===== src/rfs_regs.svh =====
// Constants for the regulator fault supervisor
`ifndef RFS_REGS_SVH
`define RFS_REGS_SVH

`define RFS_CORE_GAIN      21'h0_0005
`define RFS_CORE_DIV       21'h0_0006
`define RFS_NB_SRC_UA      17'h0_000A
`define RFS_VCC_UVLO_MV    13'h0F3C
`define RFS_OV_SEVERE_MV   13'h0708
`define RFS_OV_RELEASE_MV  13'h0352
`define RFS_UV_MARGIN_MV   14'h0127
`define RFS_OV_MARGIN_MV   14'h00C8
`define RFS_CLK_PERIOD_NS  32'h0000_0028
`define RFS_UV_TIME_NS     32'h000F_4240
`define RFS_SS_TIME_NS     32'h0007_A120
`define RFS_UV_CYCLES      ((`RFS_UV_TIME_NS + `RFS_CLK_PERIOD_NS - 32'h0000_0001) / `RFS_CLK_PERIOD_NS)
`define RFS_SS_CYCLES      ((`RFS_SS_TIME_NS + `RFS_CLK_PERIOD_NS - 32'h0000_0001) / `RFS_CLK_PERIOD_NS)

`endif


===== src/rfs_pkg.sv =====
// Types for the regulator fault supervisor
package rfs_pkg;

	typedef enum logic [1:0] {
		RFS_OFF   = 2'h0,
		RFS_SOFT  = 2'h1,
		RFS_RUN   = 2'h3,
		RFS_LATCH = 2'h2
	} rfs_state_t;

	typedef struct packed {
		logic hi_on;
		logic lo_on;
		logic hi_z;
	} rfs_gate_t;

	typedef struct packed {
		logic hi_req;
		logic lo_req;
	} rfs_pwm_t;

	typedef struct packed {
		logic oc;
		logic ov;
		logic uv;
	} rfs_fault_t;

	typedef struct packed {
		logic        enable;
		logic [12:0] vcc_mv;
		logic [15:0] core_cap_uv;
		logic [15:0] core_trip_uv;
		logic [15:0] nb_drop_uv;
		logic [11:0] nb_trip_ohm;
		logic [12:0] core_vout_mv;
		logic [12:0] nb_vout_mv;
	} rfs_pins_t;

endpackage


===== src/rfs_uv_timer.sv =====
// Undervoltage qualification timer for one output
`timescale 1ns/1ps
`default_nettype none
module rfs_uv_timer #(
	parameter int CYCLES = 25000,
	parameter int CNT_W  = 16
) (
	input  wire logic clk,
	input  wire logic srst,
	input  wire logic arm,
	input  wire logic below,
	output var  logic fire
);
	logic [CNT_W-1:0] cnt_reg;

	always_ff @(posedge clk) begin
		if (srst || !arm || !below) begin
			cnt_reg <= '0;
			fire    <= 1'b0;
		end else begin
			if (cnt_reg != CNT_W'(CYCLES - 1)) begin
				cnt_reg <= cnt_reg + CNT_W'(1);
			end
			fire <= (cnt_reg == CNT_W'(CYCLES - 1));
		end
	end

	a_uv_restart_zero: assert property (@(posedge clk) disable iff (srst)
		(!below) |=> (cnt_reg == '0 && !fire))
		else $error("uv timer not restarted");

	a_uv_fire_count: assert property (@(posedge clk) disable iff (srst)
		$rose(fire) |-> ($past(cnt_reg) == CNT_W'(CYCLES - 1) && $past(below) && $past(arm)))
		else $error("uv fired early");
endmodule // rfs_uv_timer
`default_nettype wire


===== src/rfs_ov_clamp.sv =====
// Severe overvoltage low-side clamp for one output
`timescale 1ns/1ps
`include "rfs_regs.svh"
`default_nettype none
module rfs_ov_clamp (
	input  wire logic        clk,
	input  wire logic        srst,
	input  wire logic        enable,
	input  wire logic [12:0] vout_mv,
	output var  logic        clamp
);
	always_ff @(posedge clk) begin
		if (srst || !enable) begin
			clamp <= 1'b0;
		end else if (vout_mv > `RFS_OV_SEVERE_MV) begin
			clamp <= 1'b1;
		end else if (vout_mv < `RFS_OV_RELEASE_MV) begin
			clamp <= 1'b0;
		end
	end

	a_clamp_set: assert property (@(posedge clk) disable iff (srst)
		(enable && vout_mv > `RFS_OV_SEVERE_MV) |=> clamp)
		else $error("severe ov clamp missed");

	a_clamp_release: assert property (@(posedge clk) disable iff (srst)
		(clamp && enable && vout_mv >= `RFS_OV_RELEASE_MV) |=> clamp)
		else $error("clamp released above release level");
endmodule // rfs_ov_clamp
`default_nettype wire


===== src/rfs_supervisor.sv =====
// Fault supervisor top for core and northbridge outputs
`timescale 1ns/1ps
`include "rfs_regs.svh"
`default_nettype none
module rfs_supervisor #(
	parameter int UV_CYCLES = `RFS_UV_CYCLES,
	parameter int SS_CYCLES = `RFS_SS_CYCLES,
	parameter int CNT_W     = 16
) (
	input  wire logic                   clk,
	input  wire logic                   srst,
	input  wire logic                   enable_pin,
	input  wire logic [12:0]            vcc_mv,
	input  wire logic [15:0]            core_sense_cap_uv,
	input  wire logic [15:0]            core_trip_level_pin,
	input  wire logic [15:0]            nb_switch_drop_uv,
	input  wire logic [11:0]            nb_trip_resistor_pin,
	input  wire logic [12:0]            core_vout_mv,
	input  wire logic [12:0]            nb_vout_mv,
	input  wire logic [1:0][12:0]       voltage_setpoint_code,
	input  wire rfs_pkg::rfs_pwm_t [1:0] pwm_req,
	output var  rfs_pkg::rfs_gate_t [1:0] gate_drive,
	output var  logic                   power_good_output_o,
	output var  logic                   power_good_output_oe,
	output var  logic                   soft_start_active,
	output var  rfs_pkg::rfs_fault_t    fault_status,
	output var  rfs_pkg::rfs_state_t    sup_state
);
	import rfs_pkg::*;

	rfs_pins_t        pins_raw;
	rfs_pins_t        meta_reg;
	rfs_pins_t        sync_reg;
	logic [1:0][12:0] vout_mv;
	logic             en_ok;
	logic             core_oc;
	logic             nb_oc;
	logic [1:0]       under;
	logic [1:0]       over;
	logic [1:0]       clamp;
	logic [1:0]       uv_fire;
	logic             in_limits;
	logic             fault_any;
	logic             active;
	logic [CNT_W-1:0] ss_cnt_reg;
	logic             ss_done;

	// Core trip compare, only the cap side scaled (gain times divider) to avoid the divide
	function automatic logic f_core_oc(input logic [15:0] cap_uv, input logic [15:0] trip_uv);
		f_core_oc = (21'(cap_uv) * `RFS_CORE_GAIN * `RFS_CORE_DIV) > 21'(trip_uv);
	endfunction

	// Northbridge trip compare against source drop on the resistor
	function automatic logic f_nb_oc(input logic [15:0] drop_uv, input logic [11:0] r_ohm);
		f_nb_oc = 17'(drop_uv) > (17'(r_ohm) * `RFS_NB_SRC_UA);
	endfunction

	// Output at least the margin below its setpoint
	function automatic logic f_under(input logic [12:0] v, input logic [12:0] set);
		f_under = (14'(v) + `RFS_UV_MARGIN_MV) <= 14'(set);
	endfunction

	// Output above setpoint plus margin
	function automatic logic f_over(input logic [12:0] v, input logic [12:0] set);
		f_over = 14'(v) > (14'(set) + `RFS_OV_MARGIN_MV);
	endfunction

	// Pin inputs pass two flip-flops
	assign pins_raw = '{
		enable:       enable_pin,
		vcc_mv:       vcc_mv,
		core_cap_uv:  core_sense_cap_uv,
		core_trip_uv: core_trip_level_pin,
		nb_drop_uv:   nb_switch_drop_uv,
		nb_trip_ohm:  nb_trip_resistor_pin,
		core_vout_mv: core_vout_mv,
		nb_vout_mv:   nb_vout_mv
	};

	always_ff @(posedge clk) begin
		if (srst) begin
			meta_reg <= '0;
			sync_reg <= '0;
		end else begin
			meta_reg <= pins_raw;
			sync_reg <= meta_reg;
		end
	end

	// Detectors
	assign vout_mv[0] = sync_reg.core_vout_mv;
	assign vout_mv[1] = sync_reg.nb_vout_mv;
	assign en_ok      = sync_reg.enable && (sync_reg.vcc_mv >= `RFS_VCC_UVLO_MV);
	assign core_oc    = f_core_oc(sync_reg.core_cap_uv, sync_reg.core_trip_uv);
	assign nb_oc      = f_nb_oc(sync_reg.nb_drop_uv, sync_reg.nb_trip_ohm);
	assign active     = (sup_state == RFS_SOFT) || (sup_state == RFS_RUN);
	assign fault_any  = fault_status.oc || fault_status.ov || fault_status.uv;
	assign in_limits  = !(|under) && !(|over);
	assign ss_done    = (ss_cnt_reg == CNT_W'(SS_CYCLES - 1));

	always_comb begin
		for (int i = 0; i < 2; i++) begin
			under[i] = f_under(vout_mv[i], voltage_setpoint_code[i]);
			over[i]  = f_over(vout_mv[i], voltage_setpoint_code[i]);
		end
	end

	// Per-output clamp and undervoltage timer
	for (genvar gi = 0; gi < 2; gi++) begin : g_chan
		rfs_ov_clamp u_clamp (
			.clk     (clk),
			.srst    (srst),
			.enable  (en_ok),
			.vout_mv (vout_mv[gi]),
			.clamp   (clamp[gi])
		);

		rfs_uv_timer #(
			.CYCLES (UV_CYCLES),
			.CNT_W  (CNT_W)
		) u_uv (
			.clk   (clk),
			.srst  (srst),
			.arm   (sup_state == RFS_RUN && en_ok),
			.below (under[gi]),
			.fire  (uv_fire[gi])
		);
	end

	// Latched faults, cleared only by enable or supply loss
	always_ff @(posedge clk) begin
		if (srst || !en_ok) begin
			fault_status <= '0;
		end else begin
			if (active && (core_oc || nb_oc)) begin
				fault_status.oc <= 1'b1;
			end
			if ((|over) || (|clamp)) begin
				fault_status.ov <= 1'b1;
			end
			if (sup_state == RFS_RUN && (|uv_fire)) begin
				fault_status.uv <= 1'b1;
			end
		end
	end

	// Sequencer
	always_ff @(posedge clk) begin
		if (srst || !en_ok) begin
			sup_state <= RFS_OFF;
		end else begin
			case (sup_state)
				RFS_OFF: begin
					sup_state <= RFS_SOFT;
				end
				RFS_SOFT: begin
					if (fault_any) begin
						sup_state <= RFS_LATCH;
					end else if (ss_done && in_limits) begin
						sup_state <= RFS_RUN;
					end
				end
				RFS_RUN: begin
					if (fault_any) begin
						sup_state <= RFS_LATCH;
					end
				end
				RFS_LATCH: begin
					sup_state <= RFS_LATCH;
				end
				default: begin
					sup_state <= RFS_OFF;
				end
			endcase
		end
	end

	// Soft-start timer
	always_ff @(posedge clk) begin
		if (srst || sup_state != RFS_SOFT) begin
			ss_cnt_reg <= '0;
		end else if (!ss_done) begin
			ss_cnt_reg <= ss_cnt_reg + CNT_W'(1);
		end
	end

	// Gate drivers
	always_ff @(posedge clk) begin
		for (int i = 0; i < 2; i++) begin
			if (srst) begin
				gate_drive[i] <= '{hi_on: 1'b0, lo_on: 1'b0, hi_z: 1'b1};
			end else if (clamp[i]) begin
				gate_drive[i] <= '{hi_on: 1'b0, lo_on: 1'b1, hi_z: 1'b0};
			end else if (fault_status.oc) begin
				gate_drive[i] <= '{hi_on: 1'b0, lo_on: 1'b0, hi_z: 1'b1};
			end else if (fault_status.ov || fault_status.uv) begin
				gate_drive[i] <= '{hi_on: 1'b0, lo_on: 1'b0, hi_z: 1'b0};
			end else if (active && en_ok) begin
				gate_drive[i] <= '{hi_on: pwm_req[i].hi_req,
					lo_on: pwm_req[i].lo_req && !pwm_req[i].hi_req, hi_z: 1'b0};
			end else begin
				gate_drive[i] <= '{hi_on: 1'b0, lo_on: 1'b0, hi_z: 1'b1};
			end
		end
	end

	// Power-good, open drain: enable high pulls the pin low
	always_ff @(posedge clk) begin
		if (srst) begin
			power_good_output_o  <= 1'b0;
			power_good_output_oe <= 1'b1;
			soft_start_active    <= 1'b0;
		end else begin
			power_good_output_o  <= (sup_state == RFS_RUN) && en_ok && !fault_any && in_limits;
			power_good_output_oe <= !((sup_state == RFS_RUN) && en_ok && !fault_any && in_limits);
			soft_start_active    <= (sup_state == RFS_SOFT);
		end
	end

	a_core_oc_trip: assert property (@(posedge clk) disable iff (srst)
		(active && en_ok && core_oc) |=> fault_status.oc)
		else $error("core overcurrent not latched");

	a_nb_oc_trip: assert property (@(posedge clk) disable iff (srst)
		(active && en_ok && nb_oc) |=> fault_status.oc)
		else $error("northbridge overcurrent not latched");

	a_oc_tristate: assert property (@(posedge clk) disable iff (srst)
		(fault_status.oc && !(|clamp)) |=> (gate_drive[0].hi_z && gate_drive[1].hi_z))
		else $error("drivers not tri-stated on overcurrent");

	a_pg_low_fault: assert property (@(posedge clk) disable iff (srst)
		fault_any |=> (!power_good_output_o && power_good_output_oe))
		else $error("power-good released during fault");

	a_no_restart: assert property (@(posedge clk) disable iff (srst)
		(sup_state == RFS_LATCH && en_ok) |=> (sup_state == RFS_LATCH))
		else $error("restart without enable toggle");

	a_fault_hold: assert property (@(posedge clk) disable iff (srst)
		(fault_status.ov && en_ok) |=> fault_status.ov)
		else $error("overvoltage latch cleared while enabled");

	a_soft_start: assert property (@(posedge clk) disable iff (srst)
		(sup_state == RFS_OFF && en_ok) |=> (sup_state == RFS_SOFT))
		else $error("soft-start not entered");

	a_ov_always: assert property (@(posedge clk) disable iff (srst)
		(en_ok && (|over)) |=> fault_status.ov)
		else $error("overvoltage missed");

	a_drivers_off: assert property (@(posedge clk) disable iff (srst)
		((fault_status.ov || fault_status.uv) && !fault_status.oc && !(|clamp))
		|=> (!gate_drive[0].hi_on && !gate_drive[0].lo_on && !gate_drive[1].hi_on && !gate_drive[1].lo_on))
		else $error("switches on during latched fault");

	a_uv_latch: assert property (@(posedge clk) disable iff (srst)
		(sup_state == RFS_RUN && en_ok && (|uv_fire)) |=> fault_status.uv)
		else $error("undervoltage not latched");

	a_pg_after_run: assert property (@(posedge clk) disable iff (srst)
		$rose(power_good_output_o) |-> ($past(sup_state) == RFS_RUN))
		else $error("power-good released outside run");

	a_pg_soft_low: assert property (@(posedge clk) disable iff (srst)
		(sup_state == RFS_SOFT || sup_state == RFS_OFF) |=> power_good_output_oe)
		else $error("power-good released before run");

	a_oc_shutdown: assert property (@(posedge clk) disable iff (srst)
		(fault_status.oc && en_ok) |=> (sup_state == RFS_LATCH))
		else $error("regulators not shut down on overcurrent");

	a_uv_ungated: assert property (@(posedge clk) disable iff (srst)
		(sup_state == RFS_RUN && en_ok && (|uv_fire) && fault_status.oc) |=> fault_status.uv)
		else $error("undervoltage masked by overcurrent");

	a_clamp_core: assert property (@(posedge clk) disable iff (srst)
		clamp[0] |=> (gate_drive[0].lo_on && !gate_drive[0].hi_on && !gate_drive[0].hi_z))
		else $error("core low side not clamped");

	a_clamp_nb: assert property (@(posedge clk) disable iff (srst)
		clamp[1] |=> (gate_drive[1].lo_on && !gate_drive[1].hi_on && !gate_drive[1].hi_z))
		else $error("northbridge low side not clamped");

endmodule // rfs_supervisor
`default_nettype wire


===== config.mk =====
export PLATFORM = sky130hd
export DESIGN_NAME = rfs_supervisor
export DESIGN_NICKNAME = d
export VERILOG_FILES = /design/src/rfs_pkg.sv /design/src/rfs_uv_timer.sv /design/src/rfs_ov_clamp.sv /design/src/rfs_supervisor.sv
export VERILOG_INCLUDE_DIRS = /design/src
export SDC_FILE = /design/constraint.sdc
export NUM_CORES = 1
export LEC_CHECK = 0
export BUFFER_PORTS_ARGS = -buffer_cell sky130_fd_sc_hd__buf_2
export CELL_PAD_IN_SITES_DETAIL_PLACEMENT = 0
export CELL_PAD_IN_SITES_GLOBAL_PLACEMENT = 1
export CORE_ASPECT_RATIO = 0.6
export CORE_MARGIN = 2
export CORE_UTILIZATION = 49
export DETAILED_ROUTE_END_ITERATION = 10
export PLACE_DENSITY = 0.82
export SKIP_CTS_REPAIR_TIMING = 1
export SYNTH_ARGS = -nofsm -noshare
export SYNTH_HDL_FRONTEND = slang
export SYNTH_SLANG_ARGS = --single-unit

===== constraint.sdc =====
create_clock -name clk -period 6.9 [get_ports clk]
set_input_delay 1.38 -clock clk [delete_from_list [all_inputs] [get_ports clk]]
set_output_delay 1.38 -clock clk [all_outputs]
set_load 0.02 [all_outputs]

==> summary.md <==
| Metric | Value |
|---|---|
| Status | completed |
| Via/cell ratio | 4.95 |
| Sequential share of power | 46.9% |
| Main flop type after synthesis | dfxtp_1 |
| Synth Area in Simple Gates | a little under a quarter |
| Post-synthesis adder-cell area fraction | 15.4% |
| Root buffer selected by CTS | clkbuf_16 |
| Compound-gate portion of the synthesized area | 10.4% |
| XOR/XNOR Fraction of Synth Area | 7.13% |
| Yosys reg bits | 262 |
| First DRT Iteration DRCs | 515 |
| P per Cell Area | 228 nW/um^2 |
| Die Wd | ~210 um |
| Die Y-Extent | 130 um |
| Antenna violations before repair | 1 |
| Synth Instances | 1,380 |
| Switching Fraction | 24.2% |
| Layout cells sized above 1 | between 10 and 15% |
| Most frequent cells in the layout | dfxtp_1, nor2b_1, ha_1 |
| GRT Overall Usage | between 10% and 20% |
| Clock Power Share | between 40% and 50% |
| Max clock buf depth | 3 |
| Req. time, crit path | 7350 ps |
| Final setup viols | 0 |
| Via count | 9,414 |
| PnR worst setup slack | 1770 ps |
| Synth Cell Area | 13,000 sq um |
| Minimum clock period after layout | just over 5000 ps |
| Ys Warns | 0 |
| Skew final | 12.3 ps |
| Multiplexer share of the synthesized area | 0.154% |
| Worst-Margin Slew | 927 ps |
| CP Capture Type | flop |
| Seq/Total Area, Yosys | between 40 and 50% |
| Die area | around 28,000 sq um |
| Worst Setup Path Type | reg -> reg |
| Psw | 820 uW |
| Pint | 2570 uW |
| Top cell type's share of synthesized area | between 40% and 50% |
| Pleak | 0.00661 uW |
| Syn Area/Cell | 9.43 sq um |
| EDFF count, synth | 0 |
| Remaining DRCs | 0 |
| Class of the worst hold path | reg -> reg |
| CTS clk-pin slew, worst paths | approximately 70 ps |
| Peak supply drop | around 0.14 mV |
| Initial Utilization | 49.6% |
| Global route overflow | 0 |
| Core area | 26,200 sq um |
| Sink Count | 262 |
| Fin. Hold Viols | 0 |
| Ports | 146 |
| Total wire length | 25,800 um |
| Slew HR | 38.2% |
| Yosys top cell by area | dfxtp_1 |
| Slew Limit Fails | 0 |
| Final ANT Viol Nets | 0 |
| Synth area leaders | dfxtp_1, ha_1, nor2b_1 |
| Data arrival, critical path | 5580 ps |
| Fmax | 195 MHz |
| Wirelength per Cell | 13.6 um |
| Most common cell after layout, fill and taps aside | dfxtp_1 |
| CP max FO | 6 |
| Fin crit share | 74.3% |
| Buffers on Ports | 143 |
| Setup TNS | 0 ps |
| Htree depth | 1 |
| Number of global-route vias before repair | 8,940 |
| Reg2Reg Setup Slack | 1770 ps |
| Pre-CTS setup slack | roughly 1800 ps |
| Row Count | 46 |
| Area growth, synth to finish | 14.3% |
| Async SR Flop Fraction | 0% |
| Final #Nets | about 1,800 |
| Largest family of logic cells by synthesized area | simple AND/OR/NAND/NOR gates |
| RSZ-0062 raised after global routing | no |
| CTS tree | done |
| GP Congestion | about 0.8 |
| Largest net degree at the start of global routing | 135 |
| Cts bufs inserted | 24 |
| CP startpoint kind | flop |
| Synth unique cells | 72 |
| Synth Net Count | ~1,700 |
| Drt first pass iters | 5 |
| Max-cap violations | 0 |
| First-pass GRT wire length | 43,700 um |
| Clk Latency, worst-skew pair | between 500 and 600 ps |
| Dpl hpwl | 19,700 um |
| Comb pwr share | 12.1% |
| Tot Pwr | about 3400 uW |
[through the flow]
stage	std cells	utilization [%]	area, sq um	hold slack, ps
2_1_floorplan	1380	-	13000	414
3_3_place_gp	1856	53.6	14100	418
3_5_place_dp	1856	53.6	14100	420
4_1_cts	1900	56.7	14900	435
5_1_grt	1901	56.7	14900	450
6_report	1901	56.7	14900	434
[path summary, 6_finish.rpt]
check / start / endpoint / cells past startpoint
max: sync_reg[71] / fault_status[2] / 23
min: meta_reg[39] / sync_reg[39] / 1
min reg2reg: meta_reg[39] / sync_reg[39] / 1
max reg2reg: sync_reg[71] / fault_status[2] / 23
[power by group through the flow]
stage	logic, uW	registers, uW	clock network, uW
floorplan	299	1620	0
global placement	400	1620	0
detailed placement	409	1630	0
CTS	413	1590	1430
global route	475	1600	1490
finish	411	1590	1390
[synthesized netlist by cell type, types with 32 or more instances]
library cell,count
dfxtp_1,262
inv_1,85
xor2_1,38
xnor2_1,68
nand3_1,36
a21o_1,33
o21ai_0,33
nor2_1,97
nand4_1,32
ha_1,155
a21oi_1,63
nand2_1,58
nor2b_1,209
[logic make-up (layout without fill, tap and decap cells)]
logic type	after synthesis	count (layout)
AND/OR/NAND/NOR	533	533
other	0	1
multiplexers	2	2
AO/OA/AOI/OAI	204	204
XOR/XNOR	106	106
flip-flops	262	262
adder cells (fa/ha/maj)	158	158
buffers and inverters	115	275
[layer usage]
layer	vias up	GRT usage, %	routed length (um)
met1	4241	27.9	14200
met2	144	28.4	10200
met4	0	3.88	471
met3	32	3.43	981
met5	-	0	0
li1	4997	-	-
[critical path, stage by stage, from the launching register on]
cell and delay [ps]:
dfxtp_1 410, ha_1 260, ha_1 240, fa_1 410, a21o_1 210, a21oi_2 180, o21bai_1 100, a21oi_1 200
xnor2_1 190, ha_1 360, a21o_1 200, a21oi_1 130, nand2_1 50, o21ai_0 210, nand2b_1 120, a21o_1 190
a21oi_1 170, xnor2_1 150, ha_1 260, and4_1 200, and4_1 180, a211oi_1 340, nor3_1 80, a41oi_1 200
[cell type report]
type	count	area, sq um
clock buffers	34	689
clock inverters	10	134
well taps	360	450
diodes	1	2.50
fillers	2399	11400
inverters	86	323
flip-flops and latches	262	5250
repair buffers	145	737
multi-input cells	1003	7300
Note: power is estimated with default switching activity, not from simulation.
